<file path="config.mk">
export PLATFORM = sky130hd
export DESIGN_NAME = ext_bus_pin_mux
export DESIGN_NICKNAME = d
export VERILOG_FILES = /design/src/core/pinmux_pkg.sv /design/src/core/ext_bus_pin_mux.sv
export SDC_FILE = /design/constraint.sdc
export NUM_CORES = 1
export LEC_CHECK = 0
export ABC_AREA = 1
export BUFFER_PORTS_ARGS = -buffer_cell sky130_fd_sc_hd__buf_4
export CORE_MARGIN = 4
export CORE_UTILIZATION = 60
export CTS_BUF_LIST = sky130_fd_sc_hd__clkbuf_8
export CTS_CLUSTER_DIAMETER = 40
export CTS_CLUSTER_SIZE = 40
export DETAILED_ROUTE_END_ITERATION = 10
export PLACE_DENSITY = 0.88
export SETUP_SLACK_MARGIN = 0.02
export SKIP_CTS_REPAIR_TIMING = 1
export SYNTH_ARGS = -nofsm -noshare
export SYNTH_HDL_FRONTEND = slang
export SYNTH_SLANG_ARGS = --single-unit
</file>
<file path="constraint.sdc">
create_clock -name core_clk -period 4.19 [get_ports core_clk]
set_input_delay 1.0475 -clock core_clk [delete_from_list [all_inputs] [get_ports core_clk]]
set_output_delay 1.0475 -clock core_clk [all_outputs]
set_load 0.03 [all_outputs]
</file>
<file path="src/core/pinmux_pkg.sv">
package pinmux_pkg;
   // Register offsets (byte addresses, one 8-bit register per word)
   localparam logic [5:0] ADDR_PDR_BASE = 6'h00;
   localparam logic [5:0] ADDR_DDR_BASE = 6'h10;
   localparam logic [5:0] ADDR_CTRL     = 6'h20;
   localparam logic [5:0] ADDR_STAT     = 6'h24;
   // Control register fields
   localparam int CTRL_UA_LSB    = 0;
   localparam int CTRL_WRL_BIT   = 4;
   localparam int CTRL_WRH_BIT   = 5;
   localparam int CTRL_BUS16_BIT = 6;
   localparam logic [6:0] CTRL_RESET = 7'h7F;
   // Status register fields
   localparam int STAT_EXT_BIT  = 0;
   localparam int STAT_STBY_BIT = 1;
   localparam int STAT_MODE_LSB = 2;
   // Port data and direction reset values
   localparam logic [7:0] PDR_RESET = 8'h00;
   localparam logic [7:0] DDR_RESET = 8'h00;
   // Mode pin code that selects single-chip operation
   localparam logic [2:0] MODE_SINGLE_CHIP = 3'h3;
   // Wake-up requests are low level; this is "no request"
   localparam logic [7:0] WAKE_IDLE = 8'hFF;
   localparam logic [7:0] ALL_ON    = 8'hFF;
   localparam logic [7:0] ALL_OFF   = 8'h00;

   typedef struct packed {
      logic [19:0] addr;
      logic        ale;
      logic        rd;
      logic        wr_lo;
      logic        wr_hi;
      logic [15:0] dout;
      logic        dout_en;
   } bus_req_t;

   typedef struct packed {
      logic       bus16;
      logic       wrh_en;
      logic       wrl_en;
      logic [3:0] ua_en;
   } bus_ctrl_t;
endpackage

</file>
<file path="src/core/ext_bus_pin_mux.sv">
// Implementation choices: the address-and-strobe port and the address map.
`timescale 1ns/10ps
// Overview of operation
// - Port 0 carries low address/data byte
// - Port 1 carries high address/data byte
// - Single-chip returns bus pins to ports
// - Single-chip port 1 feeds wake-up inputs
// - Upper address pins are ports unless selected
// - Address 16-19 driven in bus mode only
// - Event pins are ports, also timer inputs
// - Timer outputs override port when enabled
// - Bus mode drives address latch enable
// - Bus mode drives read strobe
// - Low write strobe pin gated by enable
// - Low strobe serves lower or single byte
// - High write strobe only 16-bit bus mode
// - High strobe pin otherwise a port
// - Mode taken from three mode pins
// - Reset request pin raises reset request
// - Standby pin enters hardware standby
module ext_bus_pin_mux (
   // Clock and reset
   input  wire logic                 core_clk,
   input  wire logic                 rst_b,
   // Register port
   input  wire logic [5:0]           reg_addr,
   input  wire logic [7:0]           reg_wdata,
   input  wire logic                 reg_wr,
   input  wire logic                 reg_rd,
   output logic      [7:0]           reg_rdata,
   // Bus controller and timers
   input  wire pinmux_pkg::bus_req_t bus_req,
   output logic      [15:0]          bus_din,
   input  wire logic [1:0]           reload_timer_out,
   input  wire logic [1:0]           reload_timer_out_en,
   output logic      [1:0]           reload_timer_event_in,
   output logic      [7:0]           wakeup_irq_inputs,
   // Static pins
   input  wire logic [2:0]           mode_select_pins,
   input  wire logic                 hw_standby_in,
   input  wire logic                 reset_req_pin_b,
   output logic                      hw_standby_active,
   output logic                      reset_request,
   // Port pins
   input  wire logic [7:0]           port0_pins_in,
   output logic      [7:0]           port0_pins_out,
   output logic      [7:0]           port0_pins_oe,
   input  wire logic [7:0]           port1_pins_in,
   output logic      [7:0]           port1_pins_out,
   output logic      [7:0]           port1_pins_oe,
   input  wire logic [7:0]           port2_pins_in,
   output logic      [7:0]           port2_pins_out,
   output logic      [7:0]           port2_pins_oe,
   input  wire logic [3:0]           port3_pins_in,
   output logic      [3:0]           port3_pins_out,
   output logic      [3:0]           port3_pins_oe
);

   ////////////////////////////////////////////////////////////////////////////
   localparam int RAW_W = 33;
   // Idle pin levels: single-chip mode, no reset request, no wake-up request
   localparam logic [RAW_W-1:0] RAW_IDLE = {pinmux_pkg::MODE_SINGLE_CHIP, 1'h0, 1'h1, 4'h0,
                                            8'h00, pinmux_pkg::WAKE_IDLE, 8'h00};

   logic [RAW_W-1:0]      raw_s1_q;
   logic [RAW_W-1:0]      raw_s2_q;
   logic [7:0]            pin_s [4];
   logic [2:0]            mode_s;
   logic                  stby_s;
   logic                  rstreq_b_s;
   logic                  ext_mode_q;
   logic                  stby_q;
   logic [2:0]            mode_q;
   logic [7:0]            pdr_q [4];
   logic [7:0]            ddr_q [4];
   pinmux_pkg::bus_ctrl_t ctrl_q;
   logic [7:0]            out_d [4];
   logic [7:0]            oe_d [4];
   logic [7:0]            rdata_d;

   function automatic logic in_bank(input logic [5:0] a, input logic [5:0] base);
      in_bank = (a[5:4] == base[5:4]) && (a[1:0] == 2'h0);
   endfunction

   ////////////////////////////////////////////////////////////////////////////
   // Pins are asynchronous; only the second stage is read
   // Reset to idle levels, else bus mode and requests flash up after reset
   always_ff @(posedge core_clk) begin
      if (!rst_b) begin
         raw_s1_q <= RAW_IDLE;
         raw_s2_q <= RAW_IDLE;
      end else begin
         raw_s1_q <= {mode_select_pins, hw_standby_in, reset_req_pin_b, port3_pins_in,
                      port2_pins_in, port1_pins_in, port0_pins_in};
         raw_s2_q <= raw_s1_q;
      end
   end

   assign pin_s[0]   = raw_s2_q[7:0];
   assign pin_s[1]   = raw_s2_q[15:8];
   assign pin_s[2]   = raw_s2_q[23:16];
   assign pin_s[3]   = {4'h0, raw_s2_q[27:24]};
   assign rstreq_b_s = raw_s2_q[28];
   assign stby_s     = raw_s2_q[29];
   assign mode_s     = raw_s2_q[32:30];

   ////////////////////////////////////////////////////////////////////////////
   // mode from pins
   always_ff @(posedge core_clk) begin
      if (!rst_b) begin
         mode_q     <= pinmux_pkg::MODE_SINGLE_CHIP;
         ext_mode_q <= 1'b0;
      end else begin
         mode_q     <= mode_s;
         ext_mode_q <= (mode_s != pinmux_pkg::MODE_SINGLE_CHIP);
      end
   end

   always_ff @(posedge core_clk) begin
      if (!rst_b) begin
         stby_q            <= 1'b0;
         hw_standby_active <= 1'b0;
         reset_request     <= 1'b0;
      end else begin
         stby_q            <= stby_s;
         hw_standby_active <= stby_s;
         reset_request     <= ~rstreq_b_s;
      end
   end

   ////////////////////////////////////////////////////////////////////////////
   // Register writes
   always_ff @(posedge core_clk) begin
      if (!rst_b) begin
         for (int i = 0; i < 4; i++) begin
            pdr_q[i] <= pinmux_pkg::PDR_RESET;
            ddr_q[i] <= pinmux_pkg::DDR_RESET;
         end
         ctrl_q <= pinmux_pkg::CTRL_RESET;
      end else if (reg_wr) begin
         if (in_bank(reg_addr, pinmux_pkg::ADDR_PDR_BASE)) begin
            pdr_q[reg_addr[3:2]] <= reg_wdata;
         end else if (in_bank(reg_addr, pinmux_pkg::ADDR_DDR_BASE)) begin
            ddr_q[reg_addr[3:2]] <= reg_wdata;
         end else if (reg_addr == pinmux_pkg::ADDR_CTRL) begin
            ctrl_q <= reg_wdata[6:0];
         end
      end
   end

   // Port reads return the pin level, so inputs are visible
   always_comb begin
      rdata_d = 8'h00;
      if (in_bank(reg_addr, pinmux_pkg::ADDR_PDR_BASE)) begin
         rdata_d = pin_s[reg_addr[3:2]];
      end else if (in_bank(reg_addr, pinmux_pkg::ADDR_DDR_BASE)) begin
         rdata_d = ddr_q[reg_addr[3:2]];
      end else if (reg_addr == pinmux_pkg::ADDR_CTRL) begin
         rdata_d = {1'b0, ctrl_q};
      end else if (reg_addr == pinmux_pkg::ADDR_STAT) begin
         rdata_d[pinmux_pkg::STAT_EXT_BIT]                        = ext_mode_q;
         rdata_d[pinmux_pkg::STAT_STBY_BIT]                       = stby_q;
         rdata_d[pinmux_pkg::STAT_MODE_LSB +: 3]                  = mode_q;
      end
   end

   always_ff @(posedge core_clk) begin
      if (!rst_b) begin
         reg_rdata <= 8'h00;
      end else begin
         reg_rdata <= reg_rd ? rdata_d : 8'h00;
      end
   end

   ////////////////////////////////////////////////////////////////////////////
   // Pin function selection
   always_comb begin
      for (int i = 0; i < 4; i++) begin
         out_d[i] = pdr_q[i];
         oe_d[i]  = ddr_q[i];
      end
      if (ext_mode_q) begin
         out_d[0] = bus_req.ale ? bus_req.addr[7:0] : bus_req.dout[7:0];
         oe_d[0]  = (bus_req.ale || bus_req.dout_en) ? pinmux_pkg::ALL_ON
                                                     : pinmux_pkg::ALL_OFF;
         out_d[1] = bus_req.ale ? bus_req.addr[15:8] : bus_req.dout[15:8];
         oe_d[1]  = oe_d[0];
         out_d[3][0] = bus_req.ale;
         oe_d[3][0]  = 1'b1;
         out_d[3][1] = ~bus_req.rd;
         oe_d[3][1]  = 1'b1;
         // low write strobe, same pin for byte writes
         if (ctrl_q.wrl_en) begin
            out_d[3][2] = ~bus_req.wr_lo;
            oe_d[3][2]  = 1'b1;
         end
         // high strobe only on 16-bit bus, else port
         if (ctrl_q.bus16 && ctrl_q.wrh_en) begin
            out_d[3][3] = ~bus_req.wr_hi;
            oe_d[3][3]  = 1'b1;
         end
      end
      for (int i = 0; i < 4; i++) begin
         if (ext_mode_q && ctrl_q.ua_en[i]) begin
            out_d[2][i] = bus_req.addr[16+i];
            oe_d[2][i]  = 1'b1;
         end
      end
      // timer outputs take their pins when enabled
      for (int i = 0; i < 2; i++) begin
         if (reload_timer_out_en[i]) begin
            out_d[2][6+i] = reload_timer_out[i];
            oe_d[2][6+i]  = 1'b1;
         end
      end
      // Standby floats every pin so the board can power down
      if (stby_q) begin
         for (int i = 0; i < 4; i++) begin
            oe_d[i] = pinmux_pkg::ALL_OFF;
         end
      end
   end

   always_ff @(posedge core_clk) begin
      if (!rst_b) begin
         port0_pins_out <= 8'h00;
         port0_pins_oe  <= 8'h00;
         port1_pins_out <= 8'h00;
         port1_pins_oe  <= 8'h00;
         port2_pins_out <= 8'h00;
         port2_pins_oe  <= 8'h00;
         port3_pins_out <= 4'h0;
         port3_pins_oe  <= 4'h0;
      end else begin
         port0_pins_out <= out_d[0];
         port0_pins_oe  <= oe_d[0];
         port1_pins_out <= out_d[1];
         port1_pins_oe  <= oe_d[1];
         port2_pins_out <= out_d[2];
         port2_pins_oe  <= oe_d[2];
         port3_pins_out <= out_d[3][3:0];
         port3_pins_oe  <= oe_d[3][3:0];
      end
   end

   // Inputs that other blocks read from the pins
   always_ff @(posedge core_clk) begin
      if (!rst_b) begin
         bus_din               <= 16'h0000;
         reload_timer_event_in <= 2'h0;
         wakeup_irq_inputs     <= pinmux_pkg::WAKE_IDLE;
      end else begin
         bus_din               <= {pin_s[1], pin_s[0]};
         reload_timer_event_in <= pin_s[2][5:4];
         wakeup_irq_inputs     <= ext_mode_q ? pinmux_pkg::WAKE_IDLE : pin_s[1];
      end
   end

   ////////////////////////////////////////////////////////////////////////////
   a_low_byte_addr: assert property (@(posedge core_clk) disable iff (!rst_b)
      (ext_mode_q && !stby_q && bus_req.ale) |=>
         (port0_pins_out == $past(bus_req.addr[7:0])) && (port0_pins_oe == 8'hFF))
      else $error("low byte address not driven");
   a_high_byte_data: assert property (@(posedge core_clk) disable iff (!rst_b)
      (ext_mode_q && !stby_q && !bus_req.ale && bus_req.dout_en) |=>
         (port1_pins_out == $past(bus_req.dout[15:8])) && (port1_pins_oe == 8'hFF))
      else $error("high byte data not driven");
   a_single_chip_ports: assert property (@(posedge core_clk) disable iff (!rst_b)
      (!ext_mode_q && !stby_q) |=> (port0_pins_oe == $past(ddr_q[0]))
         && (port3_pins_out[1:0] == $past(pdr_q[3][1:0])))
      else $error("bus pins not returned to ports");
   a_wakeup_gate: assert property (@(posedge core_clk) disable iff (!rst_b)
      ext_mode_q |=> (wakeup_irq_inputs == 8'hFF))
      else $error("wake-up inputs active in bus mode");
   a_upper_addr_port: assert property (@(posedge core_clk) disable iff (!rst_b)
      (!ext_mode_q && !stby_q) |=> (port2_pins_oe[3:0] == $past(ddr_q[2][3:0])))
      else $error("upper address pins not ports");
   a_upper_addr_drive: assert property (@(posedge core_clk) disable iff (!rst_b)
      (ext_mode_q && !stby_q && ctrl_q.ua_en[3]) |=>
         port2_pins_oe[3] && (port2_pins_out[3] == $past(bus_req.addr[19])))
      else $error("address bit 19 not driven");
   a_event_sample: assert property (@(posedge core_clk) disable iff (!rst_b)
      ##1 (reload_timer_event_in == $past(raw_s2_q[21:20])))
      else $error("timer event input not forwarded");
   a_timer_out_pin: assert property (@(posedge core_clk) disable iff (!rst_b)
      (reload_timer_out_en[1] && !stby_q) |=>
         port2_pins_oe[7] && (port2_pins_out[7] == $past(reload_timer_out[1])))
      else $error("timer output not on pin");
   a_ale_read_pins: assert property (@(posedge core_clk) disable iff (!rst_b)
      (ext_mode_q && !stby_q) |=> (port3_pins_oe[1:0] == 2'h3) &&
         (port3_pins_out[0] == $past(bus_req.ale)) &&
         (port3_pins_out[1] == !$past(bus_req.rd)))
      else $error("latch enable or read strobe wrong");
   a_write_low: assert property (@(posedge core_clk) disable iff (!rst_b)
      (ext_mode_q && !stby_q && ctrl_q.wrl_en && bus_req.wr_lo) |=>
         port3_pins_oe[2] && !port3_pins_out[2])
      else $error("low write strobe missing");
   a_write_high_8bit: assert property (@(posedge core_clk) disable iff (!rst_b)
      (!ctrl_q.bus16 || !ext_mode_q) |=> (port3_pins_oe[3] == ($past(ddr_q[3][3]) &&
         !$past(stby_q)))) 
      else $error("high write strobe in wrong mode");
   a_write_high: assert property (@(posedge core_clk) disable iff (!rst_b)
      (ext_mode_q && !stby_q && ctrl_q.bus16 && ctrl_q.wrh_en) |=>
         port3_pins_oe[3] && (port3_pins_out[3] == !$past(bus_req.wr_hi)))
      else $error("high write strobe missing");
   a_mode_decode: assert property (@(posedge core_clk) disable iff (!rst_b)
      ##1 (ext_mode_q == ($past(raw_s2_q[32:30]) != 3'h3)))
      else $error("mode decode wrong");
   a_reset_request: assert property (@(posedge core_clk) disable iff (!rst_b)
      !raw_s2_q[28] |=> reset_request)
      else $error("reset request not raised");
   a_standby_float: assert property (@(posedge core_clk) disable iff (!rst_b)
      stby_q |=> (port0_pins_oe == 8'h00) && (port2_pins_oe == 8'h00)
         && (port3_pins_oe == 4'h0))
      else $error("pins driven in standby");

endmodule

</file>
### Yosys cells after proc, flatten, opt, wreduce, memory -nomap -nowiden

Memory sizes are Yosys's and may differ from the RTL's.
Index checks and enable logic that the tools add are counted.

| operators by class | value |
|---|---|
| add/subtract/negate cells | 0 |
| multipliers | 0 |
| div/mod/pow operators | 0 |
| magnitude comparators | 1 |
| equality and inequality tests | 4 |
| shift operators | 0 |
| multiplexer cells | 47 |
| bitwise operators | 8 |
| reduce and logical (&&, ||, !) cells | 16 |

Operators with widths:

| cell | number |
|---|---|
| $mux W8 | 9 |
| $mux W16 | 2 |
| $mux W1 | 28 |
| $bmux W8 S2 | 1 |
| $reduce_or A8 Y1 | 2 |
| $eq A6 B6 Y1 const B | 2 |
| $mux W5 | 2 |
| $mux W4 | 2 |
| $logic_and A1 B1 Y1 | 7 |
| $not A1 Y1 | 7 |
| $mux W2 | 3 |
| $logic_not A2 Y1 | 2 |
| $reduce_and A4 Y1 | 1 |
| $reduce_or A2 Y1 | 2 |
| $ge A3 B3 Y1 const B | 1 |
| $ne A3 B2 Y1 const B | 1 |
| $not A2 Y3 | 1 |
| $eq A2 B1 Y1 const B | 1 |
| $reduce_and A2 Y1 | 1 |
| $logic_or A1 B1 Y1 | 1 |

| word-level totals | value |
|---|---|
| bits in registers | 169 |
| bits in latches | 0 |
| bits in writable memories | 64 |
| ROM bits | 0 |
| bits of input ports | 96 |
| output and inout bits | 92 |
| word-level logic and storage cells | 100 |
| memories | 2 |

Memories:

| name | words | bits a word | rd ports | clocked after Yosys merged registers in | wr ports | line | RTL |
|---|---|---|---|---|---|---|---|
| ddr_q | 4 | 8 | 5 | 0 | 4 | ext_bus_pin_mux.sv:75 | `logic [7:0] ddr_q [4];` |
| pdr_q | 4 | 8 | 4 | 0 | 4 | ext_bus_pin_mux.sv:74 | `logic [7:0] pdr_q [4];` |

### Longest topological paths before layout

Gate-level depths: netlist (run 1).

| depth | value |
|---|---|
| depth in word-level cells | 9 |
| gate-level depth with buffers | 11 |
| depth with buffers taken out | 9 |

### Least setup slack after synthesis (run 1)

No wires, ideal clock.

| timing | value |
|---|---|
| path type | input-to-reg |
| start point | in reg_addr[2] |
| end point | mem ddr_q[0][0], enable pin |
| setup time | 0.384 ns |
| arrival | 2.260 ns |
| required time | 3.806 ns |
| path slack | 1.546 ns |
| stages on the path | 4 |
| buffers on the path | 1 |
| path through | buf_4 -> nor2_4 -> clkinv_1 -> o21ai_0 |

RTL lines:

| what | line | RTL |
|---|---|---|
| start: declaration | ext_bus_pin_mux.sv:26 | `input wire logic [5:0] reg_addr,` |
| end: declaration | ext_bus_pin_mux.sv:75 |  |

==> summary.md, run 1 <==
| Metric | Value |
|---|---|
| Ant diodes | 0 |
| Pwr dens | 428.8 mW/mm2 |
| Final worst slack | 1654 ps |
| Flop2flop setup slack | 2080 ps |
| Ys async rst share | 0 |
| Worst path cell trace | buf_4, nor2_4, nand3_1, inv_2, nand2_2, o21ai_0 |
| Sw Share | 0.2712 |
| Pre-antenna DRT Iters | 5 |
| Pins Over Slew Limit | 0 |
| WHS Path Cells | 1 |
| Post-route ant nets | 0 |
| Finish-stage setup viols | 0 |
| Startpoint Class | input pin |
| Post-synth top area share | 0.4224 |
| Seq pwr share | 0.566 |
| Fin cells | 1,245 |
| Syn Nets | 969 |
| Cell area after layout | 0.009992 mm2 |
| Clock Latency Late Sink | 540 ps |
| All-layer global routing usage | 0.2496 |
| Synth cell count leaders | 234 x nand2_1, 169 x dfxtp_1, 110 x inv_1 |
| Gate power share | 0.115 |
| Sequential area share after synthesis | 0.6473 |
| Skew final | 37.16 ps |
| Core area | 0.01282 mm2 |
| CTS tree | done |
| Top post-synthesis cells by area | dfxtp_1 42%, edfxtp_1 22%, nand2_1 11% |
| DP HPWL | 14,050 um |
| Layout Area Growth over Synthesis | 24.74% |
| GPL Wtd Cong | 0.9119 |
| Setup TNS Final | 0 ps |
| Final Util | 0.7791 |
| Cells on worst reg2reg path | 5 |
| Number of cell rows | 41 |
| First-pass GRT wire length | 29,560 um |
| H-Tree Depth | 1 |
| Final min period | 2536 ps |
| Slowest stage delay, CP | 900 ps |
| Post-synth EDFFs | 60 |
| Worst Path Arrival | 2680 ps |
| Final Hold Fails | 0 |
| Placed Cells | 1,207 |
| P_leak | 5.056 nW |
| Die span in x | 123.5 um |
| Largest net degree at the start of global routing | 59 |
| Top FF cell, synth | dfxtp_1 |
| CP required | 4340 ps |
| Die height | 123.5 um |
| DP Worst Slack | 1132 ps |
| Share of layout cells above drive strength 1 | 0.2637 |
| Avg Cell Area, Syn | 9.175 um2 |
| Rel. slew slack | 0.2312 |
| Nets | 1,154 |
| Worst Max-Slew Pin Slew | 1141 ps |
| DRC viols | 0 |
| Switch Pwr | 1.162 mW |
| Distinct cell type count after synthesis | 24 |
| Total wire length | 18,980 um |
| Fin crit share | 0.6053 |
| Crit-path max FO | 8 |
| Die area | 0.01526 mm2 |
| Clock Path Buffers | 3 |
| Worst Setup End Kind | register |
| CP Class | input pin to register |
| CTS clk-pin slew, worst paths | 100 ps |
| Fmax | 394.3 MHz |
| Vias | 6,206 |
| WL per Instance | 15.24 um |
| Max cap viols | 0 |
| Yosys warning count | 0 |
| Pint | 3.123 mW |
| Clock Power Share | 0.319 |
| CTS Root Cell | clkbuf_8 |
| CTS buffer count | 21 |
| Critical path's slowest cell | o21ai_0 |
| Placed Instance Area | 0.009542 mm2 |
| DR iter-0 viols | 576 |
| Worst Hold Class | register to register |
| CTS sink cnt | 229 |
| Vias in the first global route | 5,904 |
| Global route total overflow | 0 |
| I/O Pins | 188 |
| Synth area leader | dfxtp_1 |
| Unrepaired setup endpoints after global routing | no |
| Maximum VDD drop | 0.3656 mV |
| Initial antenna violation count | 0 |
| Starting Density | 0.6246 |
| Most frequent cell after synthesis | nand2_1 |
| Synthesized cell area | 0.008010 mm2 |
| Via-per-instance ratio | 4.985 |
| Port Buf Inserts | 187 |
| Status | complete, no violations |
| Mapped Cells | 873 |
| Synthesized flop and latch total | 229 |
## logic make-up (layout without fill, tap and decap cells)
| family | Yosys count | count (layout) | share of synthesized area |
|---|---|---|---|
| DFF | 229 | 229 | 0.6473 |
| buffers and inverters | 148 | 348 | 0.07185 |
| muxes | 15 | 15 | 0.01874 |
| and+or+nand+nor | 406 | 406 | 0.2142 |
| AOI/OAI and AO/OA | 75 | 75 | 0.04795 |
## power groups by stage
stage / combinational, mW / sequential (mW) / clock [mW]
after global routing: 0.533 / 2.44 / 1.48
after global placement: 0.478 / 2.47 / 0
after CTS: 0.493 / 2.43 / 1.38
after detailed placement: 0.490 / 2.48 / 0
final: 0.491 / 2.43 / 1.37
after floorplan: 0.172 / 2.57 / 0
## worst max-delay path: cells and delay by family
kind                   cells  cell delay [ps]
AOI/OAI and AO/OA          1              900
buffers and inverters      2              270
and+or+nand+nor            3              470
## path summary, 6_finish.rpt
kind | start | endpoint
setup reg to reg | ext_mode_q | port1_pins_oe[5]
setup / recovery | reg_addr[1] | ddr_q[2][5]
hold reg to reg | raw_s2_q[28] | reset_request
hold / removal | raw_s2_q[28] | reset_request
## metal layers
metal / part of all wire / GRT usage / wire length [um] / vias to the layer above
met1: 0.38 / 0.3187 / 7124 / 2796
met5: 0 / 0 / 0 / -
met4: 0.015 / 0.04913 / 294 / 0
met3: 0.12 / 0.05947 / 2260 / 28
li1: - / - / - / 3052
met2: 0.49 / 0.4363 / 9297 / 330
## state kept, by name, summed over array words and instances (netlist names), 16 cells and up
name / count
raw_s1_q: 33
pdr_q: 28
raw_s2_q: 33
bus_din: 16
ddr_q: 32
## final cells by class
class                           instances  area [um2]
Clock buffer                           22       302.8
Inverter                              116       435.4
Clock inverter                         16       147.6
Tap cell                              172       215.2
Sequential cell                       229        5185
Multi-Input combinational cell        496        2250
Fill cell                             881        2833
Timing Repair Buffer                  194        1456
## metrics by stage
| stage | hold slack, ps | total power, mW |
|---|---|---|
| final | 385.8 | 4.285 |
| after global routing | 392.7 | 4.450 |
| after CTS | 387.2 | 4.301 |
| after detailed placement | 372.2 | 2.966 |
| after global placement | 370.1 | 2.951 |
| after floorplan | 368.2 | 2.742 |
## layout by cell type, fill, tap and decap left out
cell and count:
o211ai_1 1, inv_4 1, a311oi_1 1, inv_6 5, a21oi_1 36, nor2_2 2
nand4_1 4, or2_2 31, o21ai_0 36, nor2_4 7, o31ai_1 1, clkinv_8 1
clkinvlp_4 2, nand2_2 7, inv_8 4, mux2i_1 15, dfxtp_1 169, clkinv_4 2
clkinv_1 2, nand3_2 1, nor2_1 102, nand3_1 18, nand2_1 234, clkbuf_8 22
inv_2 4, edfxtp_1 60, buf_4 194, inv_1 111
(Power assumes the default switching activity.)
==> run 2: changes to the inputs <==
--- a/config.mk
+++ b/config.mk
@@ -8,12 +8,12 @@
 export ABC_AREA = 1
 export BUFFER_PORTS_ARGS = -buffer_cell sky130_fd_sc_hd__buf_4
 export CORE_MARGIN = 4
-export CORE_UTILIZATION = 60
+export CORE_UTILIZATION = 55
 export CTS_BUF_LIST = sky130_fd_sc_hd__clkbuf_8
 export CTS_CLUSTER_DIAMETER = 40
 export CTS_CLUSTER_SIZE = 40
 export DETAILED_ROUTE_END_ITERATION = 10
-export PLACE_DENSITY = 0.88
+export PLACE_DENSITY = 0.81
 export SETUP_SLACK_MARGIN = 0.02
 export SKIP_CTS_REPAIR_TIMING = 1
 export SYNTH_ARGS = -nofsm -noshare
==> constraint.sdc (replaced) <==
create_clock -name core_clk -period 2.4 [get_ports core_clk]
set_input_delay 0.6 -clock core_clk [delete_from_list [all_inputs] [get_ports core_clk]]
set_output_delay 0.6 -clock core_clk [all_outputs]
set_load 0.03 [all_outputs]
==> run 2 against run 1 <==
Net effect:
- die area is 8.5% higher
- via count is 0.26% higher
- combinational power is 78% higher
- critical endpoint is now reg_rdata[6]
==> summary.md, run 2 (synthesized netlist as in run 1, its figures left out) <==
| Metric | Value |
|---|---|
| CP Class | register to output port |
| DP HPWL | 13,950 um (-0.70%) |
| Placed Instance Area | 0.009672 mm2 (+1.4%) |
| Worst Hold Class | input pin to register |
| H-Tree Depth | 1 (unchanged) |
| All-layer global routing usage | 0.2276 (-0.02202) |
| Port Buf Inserts | 187 (unchanged) |
| Met1 usage in global routing | 0.2880 (-0.03070) |
| Worst Path Arrival | 1090 ps (-1590 ps) |
| Setup TNS Final | 0 ps (unchanged) |
| Clock Latency Late Sink | 570 ps (+30 ps) |
| Layout Area Growth over Synthesis | 29.02% |
| Cells on worst reg2reg path | 4 (-1) |
| CP required | 1800 ps (-2540 ps) |
| Skew final | 22.87 ps (-14.29 ps) |
| Fin crit share | 0.7021 |
| Post-route ant nets | 0 (unchanged) |
| Cell area after layout | 0.01033 mm2 (+3.4%) |
| Pwr dens | 787.5 mW/mm2 (+84%) |
| Worst Max-Slew Pin Slew | 589.9 ps (-551.2 ps) |
| Initial antenna violation count | 0 (unchanged) |
| Final Hold Fails | 0 (unchanged) |
| Pre-antenna DRT Iters | 5 (unchanged) |
| WHS Path Cells | 2 (+1) |
| CTS buffer count | 27 (+29%) |
| Nets | 1,176 (+1.9%) |
| Worst R2R Start | ext_mode_q |
| Maximum VDD drop | 0.5383 mV (+47%) |
| Number of cell rows | 43 (+4.9%) |
| GR peak layer | met2 |
| CTS clk-pin slew, worst paths | 100 ps (about the same) |
| Met3 Usage GRT | 0.06268 (+0.003212) |
| Die span in x | 128.7 um (+4.2%) |
| Core area | 0.01410 mm2 (+9.9%) |
| Starting Density | 0.5683 (-0.05633) |
| Critical path's slowest cell | dfxtp_1 |
| Most frequent cells in the layout | 234 x nand2_1, 210 x buf_4, 169 x dfxtp_1, 110 x inv_1, 102 x nor2_1 |
| Largest regs | raw_s1_q: 33 flops, raw_s2_q: 33 flops, ddr_q: 32 flops |
| Worst Setup End Kind | output port |
| Worst path cell trace | buf_4 |
| Max cap viols | 0 (unchanged) |
| Finish-stage setup viols | 0 (unchanged) |
| Status | complete, no violations |
| Global route total overflow | 0 (unchanged) |
| Slowest stage delay, CP | 360 ps (-540 ps) |
| GR Util met2 | 0.3872 (-0.04909) |
| Startpoint Class | register |
| WL per Instance | 14.73 um (-3.4%) |
| Flop2flop setup slack | 730 ps (-1350 ps) |
| Via-per-instance ratio | 4.857 (-2.6%) |
| Share of layout cells above drive strength 1 | 0.2834 (+0.01963) |
| DR iter-0 viols | 415 (-28%) |
| Fillcell total | 1,059 (+20%) |
| GPL Wtd Cong | 0.9410 (+3.2%) |
| Total wire length | 18,870 um (-0.57%) |
| CTS Root Cell | clkbuf_8 |
| DRC viols | 0 (unchanged) |
| P_leak | 5.218 nW (+3.2%) |
| Final min period | 1685 ps |
| Clock Path Buffers | 3 (unchanged) |
| WP buf/inv | 1 (-1) |
| CTS tree | done |
| Unrepaired setup endpoints after global routing | no |
| WHS Endpoint | raw_s1_q[14] |
| Hold_sp | port1_pins_in[6] |
| Vias | 6,222 (+0.26%) |
| I/O Pins | 188 (unchanged) |
| Ant diodes | 0 (unchanged) |
| Vias in the first global route | 5,968 (+1.1%) |
| First-pass GRT wire length | 29,850 um (+0.98%) |
| Largest net degree at the start of global routing | 42 (-29%) |
| Delay-heaviest family, CP | flip-flops |
| Rel. slew slack | 0.6063 (+0.3751) |
| Die area | 0.01656 mm2 (+8.5%) |
| Most common cell after layout, fill and taps aside | nand2_1 |
| R2r endpoint | port1_pins_oe[7] |
| CTS sink cnt | 229 (unchanged) |
| Crit-path max FO | 1 (-7) |
| Pins Over Slew Limit | 0 (unchanged) |
| Die height | 128.7 um (+4.2%) |
| Fmax | 593.4 MHz |
## run 2: layout make-up
type	instances	area (um2)	area share
Multi-Input combinational cell	496	2250	0.2177
Timing Repair Buffer	210	1577	0.1525
Tap cell	180	225.2	0.02179
Clock buffer	27	371.6	0.03596
Sequential cell	229	5185	0.5017
Inverter	116	435.4	0.04213
Clock inverter	23	291.5	0.02821
## run 2: worst register-to-register path, stage by stage (launching register included)
cell      delay (ps)
dfxtp_1          670
clkinv_1         200
nor2_2           520
a21oi_1          100
nor2_1           120
## run 2: through the flow
step             util  power (mW)  hold slack (ps)  instances  setup slack (ps)
2_1_floorplan       -       4.787            368.2        873             203.1
3_3_place_gp   0.6861       5.178            370.8       1231             281.0
3_5_place_dp   0.6861       5.197            384.1       1231             221.9
4_1_cts        0.7332       8.206            188.5       1281             688.1
5_1_grt        0.7332       8.459            193.4       1281             599.3
6_report       0.7332       8.138            216.5       1281             714.9
## run 2: report_power, final
part	leakage, nW	internal [mW]	switching, mW
combinational	2.93	0.347	0.525
sequential	1.97	4.16	0.0775
clock	0.316	1.35	1.69
## run 2: worst max-delay path by stage
stage,startpoint,to,slack [ps],depth (start not counted)
after floorplan,reg_addr[2],ddr_q[0][0],200,4
after global placement,reg_addr[1],ddr_q[2][3],280,7
after detailed placement,reg_addr[1],ddr_q[2][0],220,7
after CTS,reg_rdata[6],reg_rdata[6],690,1
after global routing,ext_mode_q,port0_pins_oe[3],600,4
final,reg_rdata[6],reg_rdata[6],710,1
## run 2: routing by layer
layer	up-vias	wire (um)
met5	-	0
met4	0	335
met3	29	2093
met2	270	9098
met1	2809	7340
li1	3114	-
==> run 3: changes to the inputs <==
==> constraint.sdc (replaced) <==
create_clock -name core_clk -period 1.65 [get_ports core_clk]
set_input_delay 0.4125 -clock core_clk [delete_from_list [all_inputs] [get_ports core_clk]]
set_output_delay 0.4125 -clock core_clk [all_outputs]
set_load 0.03 [all_outputs]
==> run 3 against run 2 <==
Net effect:
- clock-buffer cell count shrank 1
- highest routed layer is now met5
- global-route usage is essentially flat
- setup slack got worse by 560 ps
- sequential power is 45% higher
- worst hold slack got worse by 170 ps
- non-clock buffer count rose by 15
- utilization increased by 0.44 points
- cell area increased by 0.61%
==> summary.md, run 3 (synthesized netlist as in run 1, its figures left out) <==
| Metric | Value |
|---|---|
| Status | complete, no violations |
| Initial antenna violation count | 1 (+1) |
| Crit-path max FO | 2 (+1) |
| Hold Slack | 47.56 ps (-169.0 ps) |
| Sw Share | 0.2625 (-0.01889) |
| Clock Power Share | 0.352 (-0.021) |
| Share of layout cells above drive strength 1 | 0.2898 (+0.006450) |
| Cell area after layout | 0.01040 mm2 (+0.61%) |
| Placed Instance Area | 0.009833 mm2 (+1.7%) |
| Fin cells | 1,291 (+0.78%) |
| Delay-heaviest family, CP | flip-flops |
| CP required | 1240 ps (-560 ps) |
| All-layer global routing usage | 0.2276 (about the same) |
| Unrepaired setup endpoints after global routing | no |
| Critical path's slowest cell | dfxtp_1 |
| Die area | 0.01656 mm2 (unchanged) |
| Largest regs | raw_s1_q: 33 flops, raw_s2_q: 33 flops, ddr_q: 32 flops |
| Global route total overflow | 0 (unchanged) |
| Vias | 6,380 (+2.5%) |
| Finish-stage setup viols | 0 (unchanged) |
| Seq pwr share | 0.533 (+0.013) |
| Startpoint Class | register |
| WL per Instance | 14.72 um (about the same) |
| Pins Over Slew Limit | 0 (unchanged) |
| Post-route ant nets | 0 (unchanged) |
| DRC viols | 0 (unchanged) |
| Fin crit share | 0.9036 |
| DP Worst Slack | 8.329 ps (-213.5 ps) |
| CTS buffer count | 25 (-7.4%) |
| P_leak | 5.281 nW (+1.2%) |
| Pint | 8.507 mW (+45%) |
| Worst Setup End Kind | output port |
| DP HPWL | 14,100 um (+1.1%) |
| Final min period | 1491 ps |
| Nets | 1,189 (+1.1%) |
| CTS tree | done |
| Worst path cell trace | buf_4 |
| I/O Pins | 188 (unchanged) |
| GPL Wtd Cong | 0.9195 (-2.3%) |
| WP buf/inv | 1 (unchanged) |
| Slowest stage delay, CP | 380 ps (+20 ps) |
| Flop2flop setup slack | 310 ps (-420 ps) |
| Most frequent cells in the layout | 234 x nand2_1, 222 x buf_4, 169 x dfxtp_1, 111 x inv_1, 102 x nor2_1 |
| Fmax | 670.7 MHz |
| Worst Max-Slew Pin Slew | 679.2 ps (+89.31 ps) |
| CTS clk-pin slew, worst paths | 90 ps (about the same) |
| Layout Area Growth over Synthesis | 29.80% |
| Final worst slack | 159.0 ps (-555.8 ps) |
| Final Hold Fails | 0 (unchanged) |
| Vias in the first global route | 6,062 (+1.6%) |
| Most common cell after layout, fill and taps aside | nand2_1 |
| Placed Cells | 1,246 (+1.2%) |
| First-pass GRT wire length | 29,860 um (about the same) |
| H-Tree Depth | 1 (unchanged) |
| Total wire length | 19,000 um (+0.70%) |
| Pwr dens | 1109 mW/mm2 (+41%) |
| Ant diodes | 0 (unchanged) |
| Clock Latency Late Sink | 540 ps (-30 ps) |
| Via-per-instance ratio | 4.942 (+1.7%) |
| Switch Pwr | 3.028 mW (+32%) |
| Port Buf Inserts | 187 (unchanged) |
| Pre-antenna DRT Iters | 5 (unchanged) |
| Rel. slew slack | 0.5467 (-0.05961) |
| Maximum VDD drop | 0.6908 mV (+28%) |
| Core area | 0.01410 mm2 (unchanged) |
| Die height | 128.7 um (unchanged) |
| Worst Hold Class | input pin to register |
| CP Class | register to output port |
| Starting Density | 0.5683 (unchanged) |
| Die span in x | 128.7 um (unchanged) |
| Number of cell rows | 43 (unchanged) |
| DR iter-0 viols | 558 (+34%) |
| Gate power share | 0.115 (+0.008) |
| Largest net degree at the start of global routing | 65 (+55%) |
| Final Util | 0.7376 (+0.004439) |
| Worst Path Arrival | 1080 ps (about the same) |
| CTS sink cnt | 229 (unchanged) |
| Skew final | 28.13 ps (+5.258 ps) |
| Power, Total | 11.54 mW (+42%) |
| CTS Root Cell | clkbuf_8 |
| Setup TNS Final | 0 ps (unchanged) |
| Clock Path Buffers | 3 (unchanged) |
| Max cap viols | 0 (unchanged) |
-- run 3: changes by cell type in the layout (fill, tap and decap cells not counted), sizes merged --
| cell | change |
|---|---|
| bufinv | +1 |
| buf | +15 |
| clkinv | -5 |
| inv | +3 |
| clkinvlp | -3 |
| clkbuf | -1 |
-- run 3: area by class of cell --
cell class,instances,area (um2)
clock buffer,26,357.8
multi-input combinational,496,2261
inverter,116,435.4
tap,180,225.2
sequential,229,5185
clock inverter,19,206.4
timing repair buffer,225,1727
fill,1020,3699
-- run 3: tightest hold or removal path, stage by stage --
cell,delay (ps)
buf_4,70
nand2_1,40
inv_1,40
-- run 3: final timing paths --
kind / cells after the start / start / end
worst min-delay path: 3 / port0_pins_in[4] / raw_s1_q[4]
worst max register to register: 4 / ext_mode_q / port0_pins_oe[0]
worst min register to register: 1 / raw_s2_q[28] / reset_request
worst max-delay path: 1 / stby_q / hw_standby_active
-- run 3: layer usage --
layer / wire (um) / vias to the layer above / GRT usage
met3: 2427 / 58 / 0.06725
met1: 7134 / 2826 / 0.2851
met4: 688 / 2 / 0.09450
met5: 23 / - / 0
met2: 8730 / 371 / 0.3701
li1: - / 3123 / -
-- run 3: power by group through the flow --
stage | registers [mW] | clock network [mW] | logic [mW]
floorplan | 6.53 | 0 | 0.441
finish | 6.15 | 4.06 | 1.32
global route | 6.18 | 4.39 | 1.43
CTS | 6.15 | 4.11 | 1.33
detailed placement | 6.28 | 0 | 1.32
global placement | 6.27 | 0 | 1.29
